==> src/design/tdcr_pkg.sv <==
// Summary of operation
// - word zero bit 0 starts ring oscillator
// - bits 1,2 differential start edges, two-channel modes
// - bits 3,4 first differential stop edges
// - bits 5,6 second differential stop edges
// - eight-channel mode bits 10-18 rising edges
// - eight-channel mode bits 19-27 falling edges
// - word one holds seven 4-bit channel trims
// - word two bits 0-2 select modes
// - word two bits 3-11 disable channels
// - word two holds trims seven and eight
// - all configuration words read back written value
// - bin size from reference period and dividers
// - lost lock runs floating until relock
// - fine factor divides triple bin by factor+1
package tdcr_pkg;
   // ------------------------------------------------------------
   // register indices, byte address is four times the index
   // ------------------------------------------------------------
   localparam logic [3:0] REG_EDGE_OSC_IDX = 4'h0;
   localparam logic [3:0] REG_TRIM_LOW_IDX = 4'h1;
   localparam logic [3:0] REG_MODE_DIS_IDX = 4'h2;
   localparam logic [3:0] REG_FINE_IDX = 4'h3;
   localparam logic [3:0] REG_DIVIDER_IDX = 4'h7;
   localparam logic [3:0] REG_STATUS_IDX = 4'h8;
   localparam logic [3:0] REG_BIN_IDX = 4'h9;
   localparam int REG_W = 28;
   // ------------------------------------------------------------
   // field positions
   // ------------------------------------------------------------
   localparam int F_RING_OSC = 0;
   localparam int F_START_RISE = 1;
   localparam int F_START_FALL = 2;
   localparam int F_STOP_A_RISE = 3;
   localparam int F_STOP_A_FALL = 4;
   localparam int F_STOP_B_RISE = 5;
   localparam int F_STOP_B_FALL = 6;
   localparam int F_QSERV_LO = 7;
   localparam int F_SE_RISE_LO = 10;
   localparam int F_SE_FALL_LO = 19;
   localparam int F_MODE_DOUBLE = 0;
   localparam int F_MODE_EIGHT = 1;
   localparam int F_MODE_TRIPLE = 2;
   localparam int F_DISABLE_LO = 3;
   localparam int F_TRIM7_LO = 12;
   localparam int F_TRIM8_LO = 16;
   localparam int F_DSERV_LO = 20;
   localparam int F_FINE_LO = 0;
   localparam int F_REFDIV_LO = 0;
   localparam int F_HSDIV_LO = 4;
   localparam int F_FINE_SEL = 12;
   localparam int N_CHAN = 9;
   // ------------------------------------------------------------
   // reset values
   // ------------------------------------------------------------
   localparam logic [27:0] RST_EDGE_OSC = 28'h0000000;
   localparam logic [27:0] RST_TRIM_LOW = 28'h0000000;
   localparam logic [27:0] RST_MODE_DIS = 28'h0000000;
   localparam logic [27:0] RST_FINE = 28'h0000000;
   localparam logic [27:0] RST_DIVIDER = 28'h0000010;
   // ------------------------------------------------------------
   // timing and resolution constants
   // ------------------------------------------------------------
   localparam int CLK_PERIOD_PS = 10000;
   localparam int TREF_NS = 25;
   localparam logic [31:0] TREF_FS = 32'(TREF_NS * 1000000);
   localparam logic [15:0] BIN_DIVISOR = 16'h00d8;
   localparam int RELOCK_NS = 1000;
   localparam int RELOCK_CYC = (RELOCK_NS * 1000) / CLK_PERIOD_PS;
   localparam int DIV_STEPS = 32;

   typedef enum logic [2:0] {MODE_NONE, MODE_DOUBLE, MODE_EIGHT, MODE_TRIPLE, MODE_FINE} tdcr_mode_e;

   // mode decode, triple wins over double wins over eight
   function automatic tdcr_mode_e tdcr_mode(input logic [27:0] w2, input logic fine_sel);
      if (w2[F_MODE_TRIPLE]) begin
         return fine_sel ? MODE_FINE : MODE_TRIPLE;
      end else if (w2[F_MODE_DOUBLE]) begin
         return MODE_DOUBLE;
      end else if (w2[F_MODE_EIGHT]) begin
         return MODE_EIGHT;
      end
      return MODE_NONE;
   endfunction : tdcr_mode
endpackage : tdcr_pkg

==> src/design/tdcr_div_if.sv <==
`timescale 1ns/10ps
`default_nettype none
interface tdcr_div_if;
   logic start;
   logic [31:0] num;
   logic [31:0] den;
   logic busy;
   logic done;
   logic [31:0] quot;
   modport master (output start, output num, output den, input busy, input done, input quot);
   modport slave (input start, input num, input den, output busy, output done, output quot);
endinterface : tdcr_div_if
`default_nettype wire

==> src/design/tdcr_div.sv <==
`timescale 1ns/10ps
`default_nettype none
module tdcr_div
   import tdcr_pkg::*;
(
   // clock and reset
   input wire logic clk_i,
   input wire logic rst_i,
   // divide job
   tdcr_div_if.slave div
);
   typedef enum logic {DIV_IDLE, DIV_RUN} tdcr_div_e;
   tdcr_div_e state_reg, state_next;
   logic [32:0] rem_reg, rem_next;
   logic [31:0] q_reg, q_next;
   logic [31:0] den_reg, den_next;
   logic [5:0] cnt_reg, cnt_next;
   logic done_reg, done_next;
   logic [32:0] rem_sh;

   // ------------------------------------------------------------
   // restoring divider, one quotient bit per cycle
   // ------------------------------------------------------------
   always_comb begin
      state_next = state_reg;
      rem_next = rem_reg;
      q_next = q_reg;
      den_next = den_reg;
      cnt_next = cnt_reg;
      done_next = 1'b0;
      rem_sh = {rem_reg[31:0], q_reg[31]};
      unique case (state_reg)
         DIV_IDLE: begin
            if (div.start) begin
               rem_next = 33'h0;
               q_next = div.num;
               den_next = div.den;
               cnt_next = 6'h00;
               state_next = DIV_RUN;
            end
         end
         DIV_RUN: begin
            if (rem_sh >= {1'b0, den_reg}) begin
               rem_next = rem_sh - {1'b0, den_reg};
               q_next = {q_reg[30:0], 1'b1};
            end else begin
               rem_next = rem_sh;
               q_next = {q_reg[30:0], 1'b0};
            end
            cnt_next = cnt_reg + 6'h01;
            if (cnt_reg == 6'(DIV_STEPS - 1)) begin
               done_next = 1'b1;
               state_next = DIV_IDLE;
            end
         end
      endcase
   end

   always_ff @(posedge clk_i) begin
      if (rst_i) begin
         state_reg <= DIV_IDLE;
         rem_reg <= 33'h0;
         q_reg <= 32'h00000000;
         den_reg <= 32'h00000000;
         cnt_reg <= 6'h00;
         done_reg <= 1'b0;
      end else begin
         state_reg <= state_next;
         rem_reg <= rem_next;
         q_reg <= q_next;
         den_reg <= den_next;
         cnt_reg <= cnt_next;
         done_reg <= done_next;
      end
   end

   assign div.busy = (state_reg == DIV_RUN);
   assign div.done = done_reg;
   assign div.quot = q_reg;
endmodule : tdcr_div
`default_nettype wire

==> src/design/tdcr_lock_mon.sv <==
`timescale 1ns/10ps
`default_nettype none
module tdcr_lock_mon
   import tdcr_pkg::*;
(
   // clock and reset
   input wire logic clk_i,
   input wire logic rst_i,
   // loop conditions
   input wire logic osc_run_i,
   input wire logic unlock_i,
   // state
   output logic locked_o,
   output logic floating_o
);
   typedef enum logic [1:0] {LK_OFF, LK_FLOAT, LK_LOCKED} tdcr_lock_e;
   tdcr_lock_e state_reg, state_next;
   logic [15:0] cnt_reg, cnt_next;

   // ------------------------------------------------------------
   // floating until the loop has been quiet for the relock time
   // ------------------------------------------------------------
   always_comb begin
      state_next = state_reg;
      cnt_next = cnt_reg;
      unique case (state_reg)
         LK_OFF: begin
            cnt_next = 16'h0000;
            if (osc_run_i) begin
               state_next = LK_FLOAT;
            end
         end
         LK_FLOAT: begin
            if (unlock_i) begin
               cnt_next = 16'h0000;
            end else if (cnt_reg == 16'(RELOCK_CYC - 1)) begin
               state_next = LK_LOCKED;
            end else begin
               cnt_next = cnt_reg + 16'h0001;
            end
         end
         LK_LOCKED: begin
            cnt_next = 16'h0000;
            if (unlock_i) begin
               state_next = LK_FLOAT;
            end
         end
      endcase
      if (!osc_run_i) begin
         state_next = LK_OFF;
      end
   end

   always_ff @(posedge clk_i) begin
      if (rst_i) begin
         state_reg <= LK_OFF;
         cnt_reg <= 16'h0000;
      end else begin
         state_reg <= state_next;
         cnt_reg <= cnt_next;
      end
   end

   assign locked_o = (state_reg == LK_LOCKED);
   assign floating_o = (state_reg == LK_FLOAT);
endmodule : tdcr_lock_mon
`default_nettype wire

==> src/design/tdcr_config_regs.sv <==
// Local design decision: the Wishbone register port.
`timescale 1ns/10ps
`default_nettype none
module tdcr_config_regs
   import tdcr_pkg::*;
(
   // clock and reset
   input wire logic clk_i,
   input wire logic rst_i,
   // wishbone slave
   input wire logic wb_cyc_i,
   input wire logic wb_stb_i,
   input wire logic wb_we_i,
   input wire logic [5:0] wb_adr_i,
   input wire logic [3:0] wb_sel_i,
   input wire logic [31:0] wb_dat_i,
   output logic [31:0] wb_dat_o,
   output logic wb_ack_o,
   // resolution loop pin
   input wire logic loop_unlock_i,
   // oscillator and differential edges
   output logic ring_osc_start_o,
   output logic start_diff_rise_en_o,
   output logic start_diff_fall_en_o,
   output logic stop_a_diff_rise_en_o,
   output logic stop_a_diff_fall_en_o,
   output logic stop_b_diff_rise_en_o,
   output logic stop_b_diff_fall_en_o,
   // single-ended edges, bit 0 start, bit 8 stop eight
   output logic [8:0] single_ended_rise_mask_o,
   output logic [8:0] single_ended_fall_mask_o,
   // mode, channels and trims
   output logic mode_double_o,
   output logic mode_eight_o,
   output logic mode_triple_o,
   output logic mode_fine_o,
   output logic [8:0] chan_disable_o,
   output logic [35:0] trim_o,
   output logic [4:0] fine_factor_o,
   output logic [2:0] quality_service_field_o,
   output logic [7:0] delay_service_o,
   // resolution loop
   output logic [2:0] ref_div_pow_o,
   output logic [7:0] hs_div_o,
   output logic [31:0] bin_fs_o,
   output logic bin_valid_o,
   output logic res_locked_o,
   output logic res_floating_o
);
   // ------------------------------------------------------------
   // register storage
   // ------------------------------------------------------------
   logic [27:0] cfg_reg [0:4];
   logic [27:0] cfg_next [0:4];
   localparam logic [3:0] CFG_IDX [0:4] = '{REG_EDGE_OSC_IDX, REG_TRIM_LOW_IDX, REG_MODE_DIS_IDX,
                                             REG_FINE_IDX, REG_DIVIDER_IDX};
   localparam logic [27:0] CFG_RST [0:4] = '{RST_EDGE_OSC, RST_TRIM_LOW, RST_MODE_DIS, RST_FINE,
                                             RST_DIVIDER};
   logic ack_reg, ack_next;
   logic [31:0] rdat_reg, rdat_next;
   logic dirty_reg, dirty_next;
   logic bin_valid_reg, bin_valid_next;
   logic [31:0] bin_reg, bin_next;
   logic unlock_s1_reg, unlock_s2_reg;
   logic req;
   logic wr;
   logic [3:0] idx;
   logic [27:0] lane_mask;
   tdcr_mode_e mode;
   logic locked, floating;
   tdcr_div_if div ();

   assign req = wb_cyc_i && wb_stb_i && !ack_reg;
   assign wr = req && wb_we_i;
   assign idx = wb_adr_i[5:2];
   assign lane_mask = {{4{wb_sel_i[3]}}, {8{wb_sel_i[2]}}, {8{wb_sel_i[1]}}, {8{wb_sel_i[0]}}};
   assign mode = tdcr_mode(cfg_reg[2], cfg_reg[4][F_FINE_SEL]);

   // ------------------------------------------------------------
   // bus slave: ack one cycle after the request, read from flops
   // ------------------------------------------------------------
   always_comb begin
      ack_next = req;
      rdat_next = 32'h00000000;
      for (int i = 0; i < 5; i++) begin
         cfg_next[i] = cfg_reg[i];
         if (wr && idx == CFG_IDX[i]) begin
            cfg_next[i] = (cfg_reg[i] & ~lane_mask) | (wb_dat_i[27:0] & lane_mask);
         end
         if (req && idx == CFG_IDX[i]) begin
            rdat_next = {4'h0, cfg_reg[i]};
         end
      end
      if (req && idx == REG_STATUS_IDX) begin
         rdat_next = {25'h0, mode, bin_valid_reg, div.busy, floating, locked};
      end
      if (req && idx == REG_BIN_IDX) begin
         rdat_next = bin_reg;
      end
   end

   // ------------------------------------------------------------
   // bin size: recompute whenever a divider or mode field changes
   // ------------------------------------------------------------
   always_comb begin
      logic [31:0] k;
      k = 32'h00000001;
      unique case (mode)
         MODE_DOUBLE: k = 32'h00000002;
         MODE_TRIPLE: k = 32'h00000003;
         MODE_FINE: k = 32'h00000003 * (32'(cfg_reg[3][F_FINE_LO +: 5]) + 32'h00000001);
         MODE_EIGHT, MODE_NONE: k = 32'h00000001;
      endcase
      div.num = TREF_FS << cfg_reg[4][F_REFDIV_LO +: 3];
      div.den = 32'(BIN_DIVISOR) * 32'(cfg_reg[4][F_HSDIV_LO +: 8]) * k;
      div.start = dirty_reg && !div.busy && !div.done;
      dirty_next = dirty_reg;
      if (div.start) begin
         dirty_next = 1'b0;
      end
      if (wr && (idx == REG_MODE_DIS_IDX || idx == REG_FINE_IDX || idx == REG_DIVIDER_IDX)) begin
         dirty_next = 1'b1;
      end
      bin_valid_next = bin_valid_reg;
      bin_next = bin_reg;
      if (dirty_next) begin
         bin_valid_next = 1'b0;
      end else if (div.done) begin
         bin_valid_next = 1'b1;
         bin_next = div.quot;
      end
   end

   always_ff @(posedge clk_i) begin
      if (rst_i) begin
         ack_reg <= 1'b0;
         rdat_reg <= 32'h00000000;
         dirty_reg <= 1'b1;
         bin_valid_reg <= 1'b0;
         bin_reg <= 32'h00000000;
         for (int i = 0; i < 5; i++) begin
            cfg_reg[i] <= CFG_RST[i];
         end
      end else begin
         ack_reg <= ack_next;
         rdat_reg <= rdat_next;
         dirty_reg <= dirty_next;
         bin_valid_reg <= bin_valid_next;
         bin_reg <= bin_next;
         for (int i = 0; i < 5; i++) begin
            cfg_reg[i] <= cfg_next[i];
         end
      end
   end

   always_ff @(posedge clk_i) begin
      if (rst_i) begin
         unlock_s1_reg <= 1'b0;
         unlock_s2_reg <= 1'b0;
      end else begin
         unlock_s1_reg <= loop_unlock_i;
         unlock_s2_reg <= unlock_s1_reg;
      end
   end

   assign wb_ack_o = ack_reg;
   assign wb_dat_o = rdat_reg;

   tdcr_div u_div (
      .clk_i(clk_i),
      .rst_i(rst_i),
      .div(div.slave)
   );

   tdcr_lock_mon u_lock (
      .clk_i(clk_i),
      .rst_i(rst_i),
      .osc_run_i(cfg_reg[0][F_RING_OSC]),
      .unlock_i(unlock_s2_reg),
      .locked_o(locked),
      .floating_o(floating)
   );

   // ------------------------------------------------------------
   // configuration outputs, edge enables gated by mode and disables
   // ------------------------------------------------------------
   logic [8:0] dis;
   logic two_ch, eight_ch;
   logic [35:0] trim_all;
   logic [8:0] se_rise_next, se_fall_next;
   logic [6:0] diff_next;
   logic [35:0] trim_next;
   logic [3:0] mode_next;
   assign dis = cfg_reg[2][F_DISABLE_LO +: N_CHAN];
   assign two_ch = (mode == MODE_DOUBLE) || (mode == MODE_TRIPLE) || (mode == MODE_FINE);
   assign eight_ch = (mode == MODE_EIGHT);
   assign trim_all = {cfg_reg[2][F_TRIM8_LO +: 4], cfg_reg[2][F_TRIM7_LO +: 4], cfg_reg[1]};

   always_comb begin
      diff_next[0] = cfg_reg[0][F_RING_OSC];
      diff_next[1] = two_ch && !dis[0] && cfg_reg[0][F_START_RISE];
      diff_next[2] = two_ch && !dis[0] && cfg_reg[0][F_START_FALL];
      diff_next[3] = two_ch && !dis[1] && cfg_reg[0][F_STOP_A_RISE];
      diff_next[4] = two_ch && !dis[1] && cfg_reg[0][F_STOP_A_FALL];
      diff_next[5] = two_ch && !dis[2] && cfg_reg[0][F_STOP_B_RISE];
      diff_next[6] = two_ch && !dis[2] && cfg_reg[0][F_STOP_B_FALL];
      se_rise_next = eight_ch ? (cfg_reg[0][F_SE_RISE_LO +: N_CHAN] & ~dis) : 9'h000;
      se_fall_next = eight_ch ? (cfg_reg[0][F_SE_FALL_LO +: N_CHAN] & ~dis) : 9'h000;
      trim_next = two_ch ? trim_all : 36'h000000000;
      mode_next = {mode == MODE_FINE, mode == MODE_TRIPLE || mode == MODE_FINE, eight_ch,
                   mode == MODE_DOUBLE};
   end

   always_ff @(posedge clk_i) begin
      if (rst_i) begin
         {stop_b_diff_fall_en_o, stop_b_diff_rise_en_o, stop_a_diff_fall_en_o, stop_a_diff_rise_en_o,
          start_diff_fall_en_o, start_diff_rise_en_o, ring_osc_start_o} <= 7'h00;
         single_ended_rise_mask_o <= 9'h000;
         single_ended_fall_mask_o <= 9'h000;
         trim_o <= 36'h000000000;
         {mode_fine_o, mode_triple_o, mode_eight_o, mode_double_o} <= 4'h0;
         chan_disable_o <= 9'h000;
         fine_factor_o <= 5'h00;
         quality_service_field_o <= 3'h0;
         delay_service_o <= 8'h00;
         ref_div_pow_o <= 3'h0;
         hs_div_o <= 8'h00;
         bin_fs_o <= 32'h00000000;
         bin_valid_o <= 1'b0;
         res_locked_o <= 1'b0;
         res_floating_o <= 1'b0;
      end else begin
         {stop_b_diff_fall_en_o, stop_b_diff_rise_en_o, stop_a_diff_fall_en_o, stop_a_diff_rise_en_o,
          start_diff_fall_en_o, start_diff_rise_en_o, ring_osc_start_o} <= diff_next;
         single_ended_rise_mask_o <= se_rise_next;
         single_ended_fall_mask_o <= se_fall_next;
         trim_o <= trim_next;
         {mode_fine_o, mode_triple_o, mode_eight_o, mode_double_o} <= mode_next;
         chan_disable_o <= dis;
         fine_factor_o <= cfg_reg[3][F_FINE_LO +: 5];
         quality_service_field_o <= cfg_reg[0][F_QSERV_LO +: 3];
         delay_service_o <= cfg_reg[2][F_DSERV_LO +: 8];
         ref_div_pow_o <= cfg_reg[4][F_REFDIV_LO +: 3];
         hs_div_o <= cfg_reg[4][F_HSDIV_LO +: 8];
         bin_fs_o <= bin_reg;
         bin_valid_o <= bin_valid_reg;
         res_locked_o <= locked;
         res_floating_o <= floating;
      end
   end
endmodule : tdcr_config_regs
`default_nettype wire

==> config.mk <==
export PLATFORM = sky130hd
export DESIGN_NAME = tdcr_config_regs
export DESIGN_NICKNAME = d
export VERILOG_FILES = /design/src/design/tdcr_pkg.sv /design/src/design/tdcr_div_if.sv /design/src/design/tdcr_div.sv /design/src/design/tdcr_lock_mon.sv /design/src/design/tdcr_config_regs.sv
export SDC_FILE = /design/constraint.sdc
export NUM_CORES = 1
export LEC_CHECK = 0
export ABC_AREA = 1
export ABC_CLOCK_PERIOD_IN_PS = 13340
export BUFFER_PORTS_ARGS = -buffer_cell sky130_fd_sc_hd__buf_2
export CORE_MARGIN = 5
export CORE_UTILIZATION = 35
export DETAILED_ROUTE_END_ITERATION = 8
export HOLD_SLACK_MARGIN = 0.15
export PLACE_DENSITY = 0.6
export SYNTH_ARGS = -nofsm -noshare
export SYNTH_HDL_FRONTEND = slang
export SYNTH_SLANG_ARGS = --single-unit
==> constraint.sdc <==
create_clock -name clk_i -period 13.34 [get_ports clk_i]
set_clock_uncertainty 0.05 [all_clocks]
set_input_delay 1.334 -clock clk_i [delete_from_list [all_inputs] [get_ports clk_i]]
set_output_delay 1.334 -clock clk_i [all_outputs]
set_load 0.005 [all_outputs]
# Yosys cells after proc, flatten, opt, wreduce, memory -nomap -nowiden

Memory sizes are Yosys's and may differ from the RTL's.
Index checks and enable logic that the tools add are counted.

Shifts and indexed selects: 1
Equality and inequality tests: 19
Bitwise logic cells: 25
$lt $le $gt $ge: 1
Multipliers: 3
Mux-type cells: 50
Divide/modulo/power cells: 0
Reductions and logical operators: 51
Add/subtract/negate cells: 4

Operators by type and width:

| operator                                          | number |
|---|---|
| two-way mux 28 bit                                | 11 |
| two-way mux 32 bit                                | 9 |
| AND 28 bit                                        | 6 |
| OR 28 bit                                         | 5 |
| one-hot mux 32 bit (2 select lines)               | 2 |
| one-hot mux 32 bit (4 select lines)               | 1 |
| greater-or-equal comparator 33 x 32 -> 1 bit      | 1 |
| multiplier 13 x 32 -> 29 bit                      | 1 |
| two-way mux 16 bit                                | 2 |
| one-hot mux 16 bit (2 select lines)               | 1 |
| << shifter 25 x 3 -> 32 bit, first input constant | 1 |
| subtractor 32 bit                                 | 1 |
| NOT 28 bit                                        | 1 |
| logical AND 1 bit                                 | 27 |
| AND 9 bit                                         | 2 |
| adder 16 x 1 -> 16 bit, second input constant     | 1 |
| == test 16 x 7 -> 1 bit, second input constant    | 1 |
| two-way mux 3 bit                                 | 5 |
| OR reduction 2 bit                                | 7 |
| multiplier 5 x 8 -> 13 bit, first input constant  | 1 |
| two-way mux 1 bit                                 | 12 |
| one-hot mux 6 bit (2 select lines)                | 1 |
| NOT 9 bit                                         | 1 |
| == test 4 x 2 -> 1 bit, second input constant     | 2 |
| 28 further kinds                                  | 52 |

Bits in latches: 0
Flip-flop bits (word level): 324
Input bits: 48
Memories: 1
Output and inout port bits: 169
Bits in writable memories: 140
Memory bits (read-only): 0

Memories:

| name    | depth | bits a word | rd ports | clocked after Yosys merged registers in | wr ports | line                   | text |
|---|---|---|---|---|---|---|---|
| cfg_reg | 5     | 28          | 5        | 0                                       | 5        | tdcr_config_regs.sv:53 | `logic [27:0] cfg_reg [0:4];` |

# Longest topological paths before layout

Gate-level depths: netlist of the first run.

Depth in word-level cells: 10
Mapped depth: 38
Depth with buffers taken out: 37

# Hierarchy

Synthesis of the first run repeated with hierarchy kept, for this count alone.

Cell total of the unflattened synthesis: 3,654
Area, all modules: 25,662.1 µm²

Modules (own cells, without submodules):

| module           | cells an instance | area each (µm²) | instances | sequential area each (µm²) |
|---|---|---|---|---|
| tdcr_config_regs | 2,373             | 17,665.7        | 1         | 6,906.6 |
| tdcr_div         | 1,140             | 7,071.8         | 1         | 2,082.0 |
| tdcr_lock_mon    | 141               | 924.6           | 1         | 360.3 |

# Worst setup path before layout of the first run

Ideal clock, no wire load.

Kind: flip-flop to flip-flop
Start point: register (tool-made name)
End point: register u_div.den_reg[22]
Data arrival time: 6.931 ns
Path slack: 6.250 ns
Path buffers: 0
Period minus slack after synthesis: 7.090 ns
Cell stages (with the launch flop): 32
Setup time: 0.109 ns
Cells stage by stage: dfxtp_1 -> ha_1 -> fa_1 -> inv_1 -> fa_1 -> inv_1 -> ha_1 -> nand2_1 -> inv_1 -> nand4_1 -> nand3_2 -> nand2_1 -> nand2_1 -> a21boi_2 -> xor2_1 -> inv_1 -> nand2_1 -> fa_1 -> fa_1 -> inv_1 -> fa_1 -> fa_1 -> fa_1 -> ha_1 -> a21oi_1 -> o21ai_0 -> a211oi_1 -> nand2_1 -> nand2_1 -> nand3_1 -> nand2_1 -> inv_1

RTL lines:

| what                 | line           | text |
|---|---|---|
| end signal, assigned | tdcr_div.sv:71 | `den_reg <= den_next;` |
| end, declared        | tdcr_div.sv:16 | `logic [31:0] den_reg, den_next;` |

==> results of run 1 <==
## power groups by stage
stage,clock network (W),registers [W],logic [W]
6_report,0.00143,0.00147,0.00140
5_1_grt,0.00152,0.00148,0.00158
4_1_cts,0.00146,0.00147,0.00140
3_5_place_dp,0,0.00150,0.00139
3_3_place_gp,0,0.00150,0.00138
2_1_floorplan,0,0.00148,0.00116
## logic make-up (layout without fill, tap and decap cells)
kind of cell | count (synthesis) | after routing | share of synthesized area, %
fa+ha+maj | 207 | 207 | 13.33
xor+xnor | 35 | 35 | 1.296
simple gates | 1140 | 1140 | 21.14
flops | 458 | 458 | 38.76
other cells | 0 | 2 | 0
buf+inv | 653 | 849 | 10.81
compound gates | 636 | 636 | 14.66
## metal layers
metal	track usage (%)	wire length [µm]
met1	24.88	31250
met2	29.70	31160
met5	0	0
met3	3.438	4527
met4	6.368	2206
## layout make-up
type                            instances  area, µm²  area share, %
Sequential cell                       458       9170          33.87
Inverter                              540       2032          7.504
Tap cell                              873       1092          4.034
Clock inverter                         23      339.1          1.252
Clock buffer                           65       1366          5.046
Timing Repair Buffer                  221       1140          4.210
Antenna cell                            2      5.005        0.01848
Multi-Input combinational cell       2018      11930          44.07
## cell usage in the layout, fill, tap and decap left out, drive strengths merged, types with 5 or more instances in the layout
cell type	instances
a21oi	271
clkinv	16
o32ai	5
nand3b	8
a21o	8
bufinv	6
nor3	82
a31oi	11
buf	221
ha	132
xnor2	15
o21ai	255
nand4	17
xor2	20
or2	6
nor2	384
fa	75
nand3	160
dfxtp	458
inv	539
a221oi	5
clkbuf	65
o211ai	24
a22oi	9
o22ai	21
a211oi	10
nand2	470
## final timing paths
| kind | start | end | cells after the start |
|---|---|---|---|
| setup reg to reg | flip-flop | u_div.den_reg[22] | 31 |
| hold / removal | unlock_s1_reg | unlock_s2_reg | 2 |
| setup / recovery | flip-flop | u_div.den_reg[22] | 31 |
| hold reg to reg | unlock_s1_reg | unlock_s2_reg | 2 |
## cell usage after synthesis (36+ instances only)
cell        n  area share, %
nor3_1     80            1.7
a21oi_1   269            5.7
nand3_1   140            3.0
fa_1       75            6.3
nor2_1    366            5.8
o21ai_1    36           0.76
ha_1      132            7.0
clkbuf_1   65            1.0
dfxtp_1   458             39
o21ai_0   219            4.6
inv_1     521            8.3
nand2_1   461            7.3
## stage by stage
stage	area [µm²]	setup slack [ns]	total power, W	instances
global placement	25370	5.433	0.002883	4110
floorplan	23650	6.250	0.002645	3129
global route	27070	4.853	0.004570	4198
CTS	27070	5.363	0.004327	4198
finish	27080	5.399	0.004296	4200
detailed placement	25370	5.418	0.002888	4110
## worst register-to-register path: cells and delay by family, from the launching register on
kind,cells,cell delay [ns]
DFF,1,0.54
adders and majority gates,10,4.55
xor gates and xnor gates,1,0.55
AOI/OAI and AO/OA,4,0.92
and+or+nand+nor,10,0.82
buffers and inverters,6,0.39
==> results.txt, run 1 <==
share of layout cells above drive strength 1 - 11.52%
CTS root buffer - clkbuf_16
WHS - 0.3537 ns
CP Max Fanout - 7
final setup fails - 0
Final Cycle Share - 59.53%
sequential fraction of the synthesis area - 38.76%
Sw Pwr - 0.001563 W
Slew headroom - 37.60%
total gr overflow - 0
CP Capture Type - flip-flop
post-synthesis cell count - 3,129
Syn Nets - 3,384
Clock Latency Late Sink - 0.62 ns
first-pass GRT wire length - 109.6 mm
CTS H-tree depth - 2
peak supply drop - 0.0001243 V
WP data required - 13.78 ns
total of max-cap violations - 0
Int Pwr - 0.002733 W
Setup Buffers After CTS - 0
Total Routing Usage GR - 18.42%
Seq pwr share - 34.2%
initial antenna violation count - 0
clock transition at the registers of the reported paths - 0.06 ns
IO Port Bufs - 210
Netlist cell types - 62
switching share of power - 36.37%
TritonCTS Buffers - 49
Syn Area/Cell - 7.560 µm²
fin crit period - 7.941 ns
CP max stage cell - xor2_1
layout net count - 3,543
status - completed
I/O Pins - 217
final hold violations - 0
die height - 270.0 µm
crit start category - flip-flop
fin util - 40.32%
standard-cell row count - 95
layout overhead on the synthesized area - 14.47%
CTS tree - built
critical path class - reg2reg
Synth async-reset ratio - 0%
cts hold-fix bufs - 0
Post-Synthesis Cell Area - 23,650 µm²
Largest delay share family, worst path - adder cells
PostCTS Resize Cnt - 0
critical path's largest stage delay - 0.55 ns
WP buf/inv - 6
Chip Width - 270.0 µm
RSZ-0062 raised after global routing - false
TNS Setup - 0 ns
Detail Placement HPWL - 51.62 mm
core box area - 67,160 µm²
post-DR vias/cell - 4.890
transition time of the tightest slew-check pin - 0.9327 ns
WL/cell - 16.46 µm
vias post-DR - 20,537
Hold Crit Class - reg2reg
Final Wtd Congestion - 0.9039
Fmax - 125.9 MHz
Synth Register Bits - 458
Post-synth EDFFs - 0
P_leak - 12.66 nW
First-pass DRT Iterations - 8
DR iter-0 viols - 1,630
cell area power density - 158.7 nW/µm²
Yosys warnings - 0
Detail Route Antenna Nets - 0
maximum buffer depth of the clock tree - 3
Max Slew Vio Count - 0
Die Area - 72,880 µm²
R2R Setup Slk - 5.40 ns
Post-synth top flop - dfxtp_1
Starting Density - 35.22%
Clock Sinks - 458
Routed WL - 69.15 mm
vias in the first global route - 19,734
Clk pwr share - 33.3%
largest net degree at the start of global routing - 91
Crit path arrival time - 8.38 ns
Fillers - 6,935
Comb pwr share - 32.5%
drt drc - 0
Note: power is estimated with default switching activity, not from simulation.
==> run 2, diff against run 1 <==
Settings changed: ABC_AREA 1 to 0, ABC_CLOCK_PERIOD_IN_PS 13340 to 7850.
Clock period 13.34 ns to 7.85 ns, I/O delays scaled along.
==> run 2 against run 1 <==
  * Sequential cell count unchanged
  * Cell count down 12%
  * Non-clock buffer count up 37
  * Core utilization up 1.0 points
  * Critical endpoint is now u_div.den_reg[24]
  * Largest power group is now clock
  * Highest routed layer is now met5
==> results.txt, run 2 <==
Clock Latency Late Sink - 0.63 ns (about the same)
cell area power density - 227.5 nW/µm² (+43%)
most frequent cells in the layout - dfxtp_1, nand2_1, nor2_1, a21oi_1, buf_2
CP Capture Type - flip-flop
CP Max Fanout - 5 (-2)
most frequent cells after synthesis - dfxtp_1, nand2_1, nor2_1
Max Slew Vio Count - 0 (unchanged)
peak supply drop - 0.0001723 V (+39%)
Synth async-reset ratio - 0% (unchanged)
first-pass GRT wire length - 102.9 mm (-6.1%)
CP max stage cell - fa_1
most frequent cell after synthesis - dfxtp_1
Final Wtd Congestion - 0.8549 (-5.4%)
commonest non-fill, non-tap cell in the layout - dfxtp_1
initial antenna violation count - 15 (+15)
most used cell, CP - fa_1
Final Cycle Share - 95.82% (+36 points)
I/O Pins - 217 (unchanged)
Area after DPL - 24,620 µm² (-3.0%)
CTS root buffer - clkbuf_16
WHS - 0.3833 ns (+0.02956 ns)
layout overhead on the synthesized area - 17.23%
post-synthesis cell count - 2,627 (-16%)
Clock Sinks - 458 (unchanged)
crit start category - flip-flop
CTS H-tree depth - 2 (unchanged)
Synth Register Bits - 458 (unchanged)
IO Port Bufs - 210 (unchanged)
area of the multi-input gates - 12,540 µm² (+5.1%)
Detail Placement HPWL - 47.73 mm (-7.5%)
CTS tree - built
Setup WS pre-CTS - 0.03409 ns (-5.384 ns)
layout net count - 3,054 (-14%)
Detail Route Antenna Nets - 0 (unchanged)
First-pass DRT Iterations - 6 (-2)
Post-synth top flop - dfxtp_1
total of max-cap violations - 0 (unchanged)
Synth area leader - dfxtp_1
Fmax - 133.0 MHz (+5.6%)
Slew headroom - 29.22% (-8.4 points)
clock transition at the registers of the reported paths - 0.06 ns (about the same)
maximum buffer depth of the clock tree - 3 (unchanged)
status - completed
sequential fraction of the synthesis area - 40.50% (+1.7 points)
transition time of the tightest slew-check pin - 1.059 ns (+0.1264 ns)
post-DR vias/cell - 5.046 (+3.2%)
Syn Area/Cell - 8.617 µm² (+14%)
Crit path arrival time - 7.93 ns (-0.45 ns)
standard-cell row count - 93 (-2.1%)
Die Area - 69,870 µm² (-4.1%)
Routed WL - 66.20 mm (-4.3%)
Netlist cell types - 77 (+24%)
core box area - 64,230 µm² (-4.4%)
vias in the first global route - 17,872 (-9.4%)
Chip Width - 264.3 µm (-2.1%)
Post-synth EDFFs - 0 (unchanged)
Yosys warnings - 0 (unchanged)
Syn Nets - 2,882 (-15%)
share of Yosys cell area claimed by the top area cell type - 40.50% (+1.7 points)
Post-Synthesis Cell Area - 22,640 µm² (-4.3%)
share of layout cells above drive strength 1 - 14.03% (+2.5 points)
Finished Cell Area - 26,540 µm² (-2.0%)
Fillers - 6,528 (-5.9%)
P_leak - 11.75 nW (-7.2%)
setup slack after layout - 0.3284 ns (-5.070 ns)
fin crit period - 7.522 ns (-0.4197 ns)
vias post-DR - 18,644 (-9.2%)
critical path class - reg2reg
largest net degree at the start of global routing - 199 (+120%)
Total Routing Usage GR - 18.18% (-0.24 points)
total gr overflow - 0 (unchanged)
Synth area leaders - dfxtp_1, ha_1, nand2_1, fa_1, a21oi_1
Hold Crit Class - in2reg
Starting Density - 35.24% (about the same)
drt drc - 0 (unchanged)
WP data required - 8.26 ns (-5.52 ns)
storage element area - 9175 µm² (about the same)
Tot Pwr - 0.006036 W (+41%)
cts hold-fix bufs - 0 (unchanged)
final setup fails - 0 (unchanged)
fin util - 41.32% (+1.0 points)
TritonCTS Buffers - 50 (+2.0%)
final hold violations - 0 (unchanged)
die height - 264.3 µm (-2.1%)
WL/cell - 17.92 µm (+8.8%)
DR iter-0 viols - 1,389 (-15%)
critical path's largest stage delay - 0.59 ns (+0.04 ns)
## run 2: routing by layer
metal  vias to the layer above  track usage (%)  wire length, µm
li1                       9177                -                -
met1                      8808            26.39            31220
met2                       534            27.43            28600
met3                       115            3.474             4175
met4                        10            5.734             2147
met5                         -                0               59
## run 2: path summary, 6_finish.rpt
kind | cells past startpoint | slack (ns) | end | start
worst max-delay path | 29 | 0.33 | u_div.den_reg[24] | flip-flop
worst max register to register | 29 | 0.33 | u_div.den_reg[24] | flip-flop
worst min register to register | 1 | 0.40 | unlock_s2_reg | unlock_s1_reg
worst min-delay path | 2 | 0.38 | unlock_s1_reg | loop_unlock_i
## run 2: where the power goes
group	switching, W	internal (W)
logic	0.000663	0.000447
registers	0.0000500	0.00238
clock network	0.00100	0.00149
## run 2: layout make-up
cell class	instances	share of cell area (%)
Timing Repair Buffer	258	5.403
Clock inverter	19	1.263
Multi-Input combinational cell	1879	47.24
Sequential cell	458	34.57
Antenna cell	4	0.03772
Clock buffer	70	5.299
Tap cell	855	4.031
Inverter	152	2.150
## run 2: metrics by stage
stage | instances | TNS (ns)
after floorplan | 2627 | 0
after global placement | 3601 | 0
after detailed placement | 3601 | 0
after CTS | 3690 | 0
after global routing | 3692 | -0.01630
final | 3695 | 0
## run 2: cell families after synthesis
| logic type | synth area share [%] |
|---|---|
| AND/OR/NAND/NOR | 20.83 |
| AO/OA/AOI/OAI | 13.17 |
| flip-flops | 40.50 |
| buffers and inverters | 4.963 |
| adder cells (fa/ha/maj) | 13.93 |
| multiplexers | 4.013 |
| XOR/XNOR | 2.592 |
## run 2: what timing repair did
action / 4_1_cts / 5_1_grt
pin swaps: 0 / 10
buffers inserted: 0 / 1
setup endpoints to repair: 1 / 8
resized for setup: 1 / 27
## run 2: worst max-delay path: cells and delay by family (launching register included)
kind	cells	cell delay [ns]
AOI/OAI and AO/OA	8	1.46
muxes	1	0.23
adders and majority gates	10	4.27
buffers and inverters	6	0.45
xor gates and xnor gates	1	0.21
DFF	1	0.37
and+or+nand+nor	3	0.27
==> run 3, diff against run 2 <==
Settings changed: PLACE_DENSITY 0.6 to 0.54.
==> run 3 against run 2 <==
  * Critical path depth up 3
  * Die area unchanged
  * Via count up 1.0%
  * Sequential power about the same
  * Wire length up 2.0%
  * Design area increased by 0.27%
  * Non-clock buffer count is 2 lower
  * Critical path type unchanged
==> results.txt, run 3 (synthesis gave the netlist of run 2 again) <==
status - completed
Crit Reg-Reg Endpoint - u_div.den_reg[20]
Hold Path Depth - 2 (unchanged)
Detail Route Antenna Nets - 0 (unchanged)
CP Max Fanout - 5 (unchanged)
Final Wtd Congestion - 0.9011 (+5.4%)
Final Cycle Share - 96.07% (+0.25 points)
FF-to-FF path depth - 32 (+10%)
Chip Width - 264.3 µm (unchanged)
maximum buffer depth of the clock tree - 3 (unchanged)
DR iter-0 viols - 1,203 (-13%)
vias in the first global route - 18,589 (+4.0%)
TNS Setup - 0 ns (unchanged)
critical path's largest stage delay - 0.54 ns (-0.05 ns)
layout net count - 3,053 (-0.033%)
Largest delay share family, worst path - adder cells
commonest non-fill, non-tap cell in the layout - dfxtp_1
standard-cell row count - 93 (unchanged)
total gr overflow - 0 (unchanged)
Crit path arrival time - 7.94 ns (about the same)
total of max-cap violations - 0 (unchanged)
final hold violations - 0 (unchanged)
die height - 264.3 µm (unchanged)
initial antenna violation count - 5 (-10)
largest net degree at the start of global routing - 110 (-45%)
cell area power density - 229.4 nW/µm² (+0.84%)
Setup WS pre-CTS - -0.01131 ns (-0.04540 ns)
Fmax - 132.6 MHz (-0.26%)
Clock Latency Late Sink - 0.61 ns (-0.02 ns)
WP data required - 8.24 ns (-0.02 ns)
Tot Pwr - 0.006104 W (+1.1%)
final setup fails - 0 (unchanged)
Starting Density - 35.24% (unchanged)
most frequent cells in the layout - dfxtp_1, nand2_1, nor2_1, a21oi_1, buf_2
Finished Cell Area - 26,610 µm² (+0.27%)
share of layout cells above drive strength 1 - 14.52% (+0.49 points)
Area after DPL - 24,570 µm² (-0.17%)
TritonCTS Buffers - 51 (+2.0%)
setup slack after layout - 0.3086 ns (-0.01978 ns)
layout overhead on the synthesized area - 17.55%
Hold Crit Class - in2reg
Critical Path End - u_div.den_reg[20]
transition time of the tightest slew-check pin - 1.143 ns (+0.08373 ns)
Max Slew Vio Count - 0 (unchanged)
peak supply drop - 0.0001825 V (+5.9%)
storage element area - 9175 µm² (unchanged)
CTS root buffer - clkbuf_16
first-pass GRT wire length - 106.7 mm (+3.7%)
R2R Setup Slk - 0.31 ns (-0.02 ns)
clock transition at the registers of the reported paths - 0.06 ns (about the same)
fin crit period - 7.541 ns (+0.01978 ns)
Routed WL - 67.55 mm (+2.0%)
Fillers - 6,501 (-0.41%)
CTS H-tree depth - 2 (unchanged)
Slew headroom - 23.00% (-6.2 points)
CP Capture Type - flip-flop
WP buf/inv - 9 (+3)
Worst path depth - 32 (+10%)
area of the multi-input gates - 12,580 µm² (+0.30%)
post-DR vias/cell - 5.099 (+1.1%)
critical path class - reg2reg
core box area - 64,230 µm² (unchanged)
IO Port Bufs - 210 (unchanged)
Detail Placement HPWL - 49.80 mm (+4.4%)
I/O Pins - 217 (unchanged)
P_leak - 11.76 nW (+0.12%)
crit start category - flip-flop
Clock Sinks - 458 (unchanged)
First-pass DRT Iterations - 5 (-1)
Die Area - 69,870 µm² (unchanged)
Total Routing Usage GR - 18.73% (+0.55 points)
vias post-DR - 18,835 (+1.0%)
WL/cell - 18.29 µm (+2.1%)
drt drc - 0 (unchanged)
CP max stage cell - fa_1
CTS tree - built
[run 3: changes by cell type in the layout (fill, tap and decap cells not counted), sizes merged]
cell / before / now
inv: 155 / 154
clkinv: 8 / 11
buf: 258 / 256
clkbuf: 70 / 67
diode: 4 / 2
clkinvlp: 1 / 5
[run 3: timing repair]
item | 4_1_cts | 5_1_grt
gates resized for setup | 7 | 29
hold buffers | 0 | 0
buffers inserted | 0 | 3
pin swaps | 0 | 16
setup endpoints to repair | 6 | 9
hold endpoints to repair | 0 | 0
[run 3: metrics by stage]
stage          cells  util (%)  hold WS, ns
2_1_floorplan   2627         -       0.3638
3_3_place_gp    3597     38.26       0.3768
3_5_place_dp    3597     38.26       0.3731
4_1_cts         3689     41.13       0.3108
5_1_grt         3692     41.42       0.3229
6_report        3694     41.43       0.3415
[run 3: metal layers]
metal	track usage, %	up-vias	share of wire [%]
met4	4.727	4	2.3
met2	29.75	571	44
li1	-	9191	-
met1	26.59	8963	47
met3	3.325	106	6.6
met5	0	-	0.037
[run 3: worst min-delay path by stage]
stage | from | endpoint | slack [ns]
after floorplan | unlock_s1_reg | unlock_s2_reg | 0.36
after global placement | unlock_s1_reg | unlock_s2_reg | 0.38
after detailed placement | unlock_s1_reg | unlock_s2_reg | 0.37
after CTS | loop_unlock_i | unlock_s1_reg | 0.31
after global routing | loop_unlock_i | unlock_s1_reg | 0.32
final | loop_unlock_i | unlock_s1_reg | 0.34
[run 3: where the power goes]
part           switching (W)  total [W]  internal (W)  leakage [nW]
Clock                0.00101    0.00254       0.00153         0.872
Sequential         0.0000609    0.00244       0.00238          3.70
Combinational       0.000670    0.00112      0.000446          7.19
[run 3: final cells by class]
class	instances	share of cell area [%]
clock buffer	67	5.402
multi-input combinational	1879	47.26
inverter	152	2.144
sequential	458	34.48
tap	855	4.020
clock inverter	25	1.396
timing repair buffer	256	5.285
antenna	2	0.01881
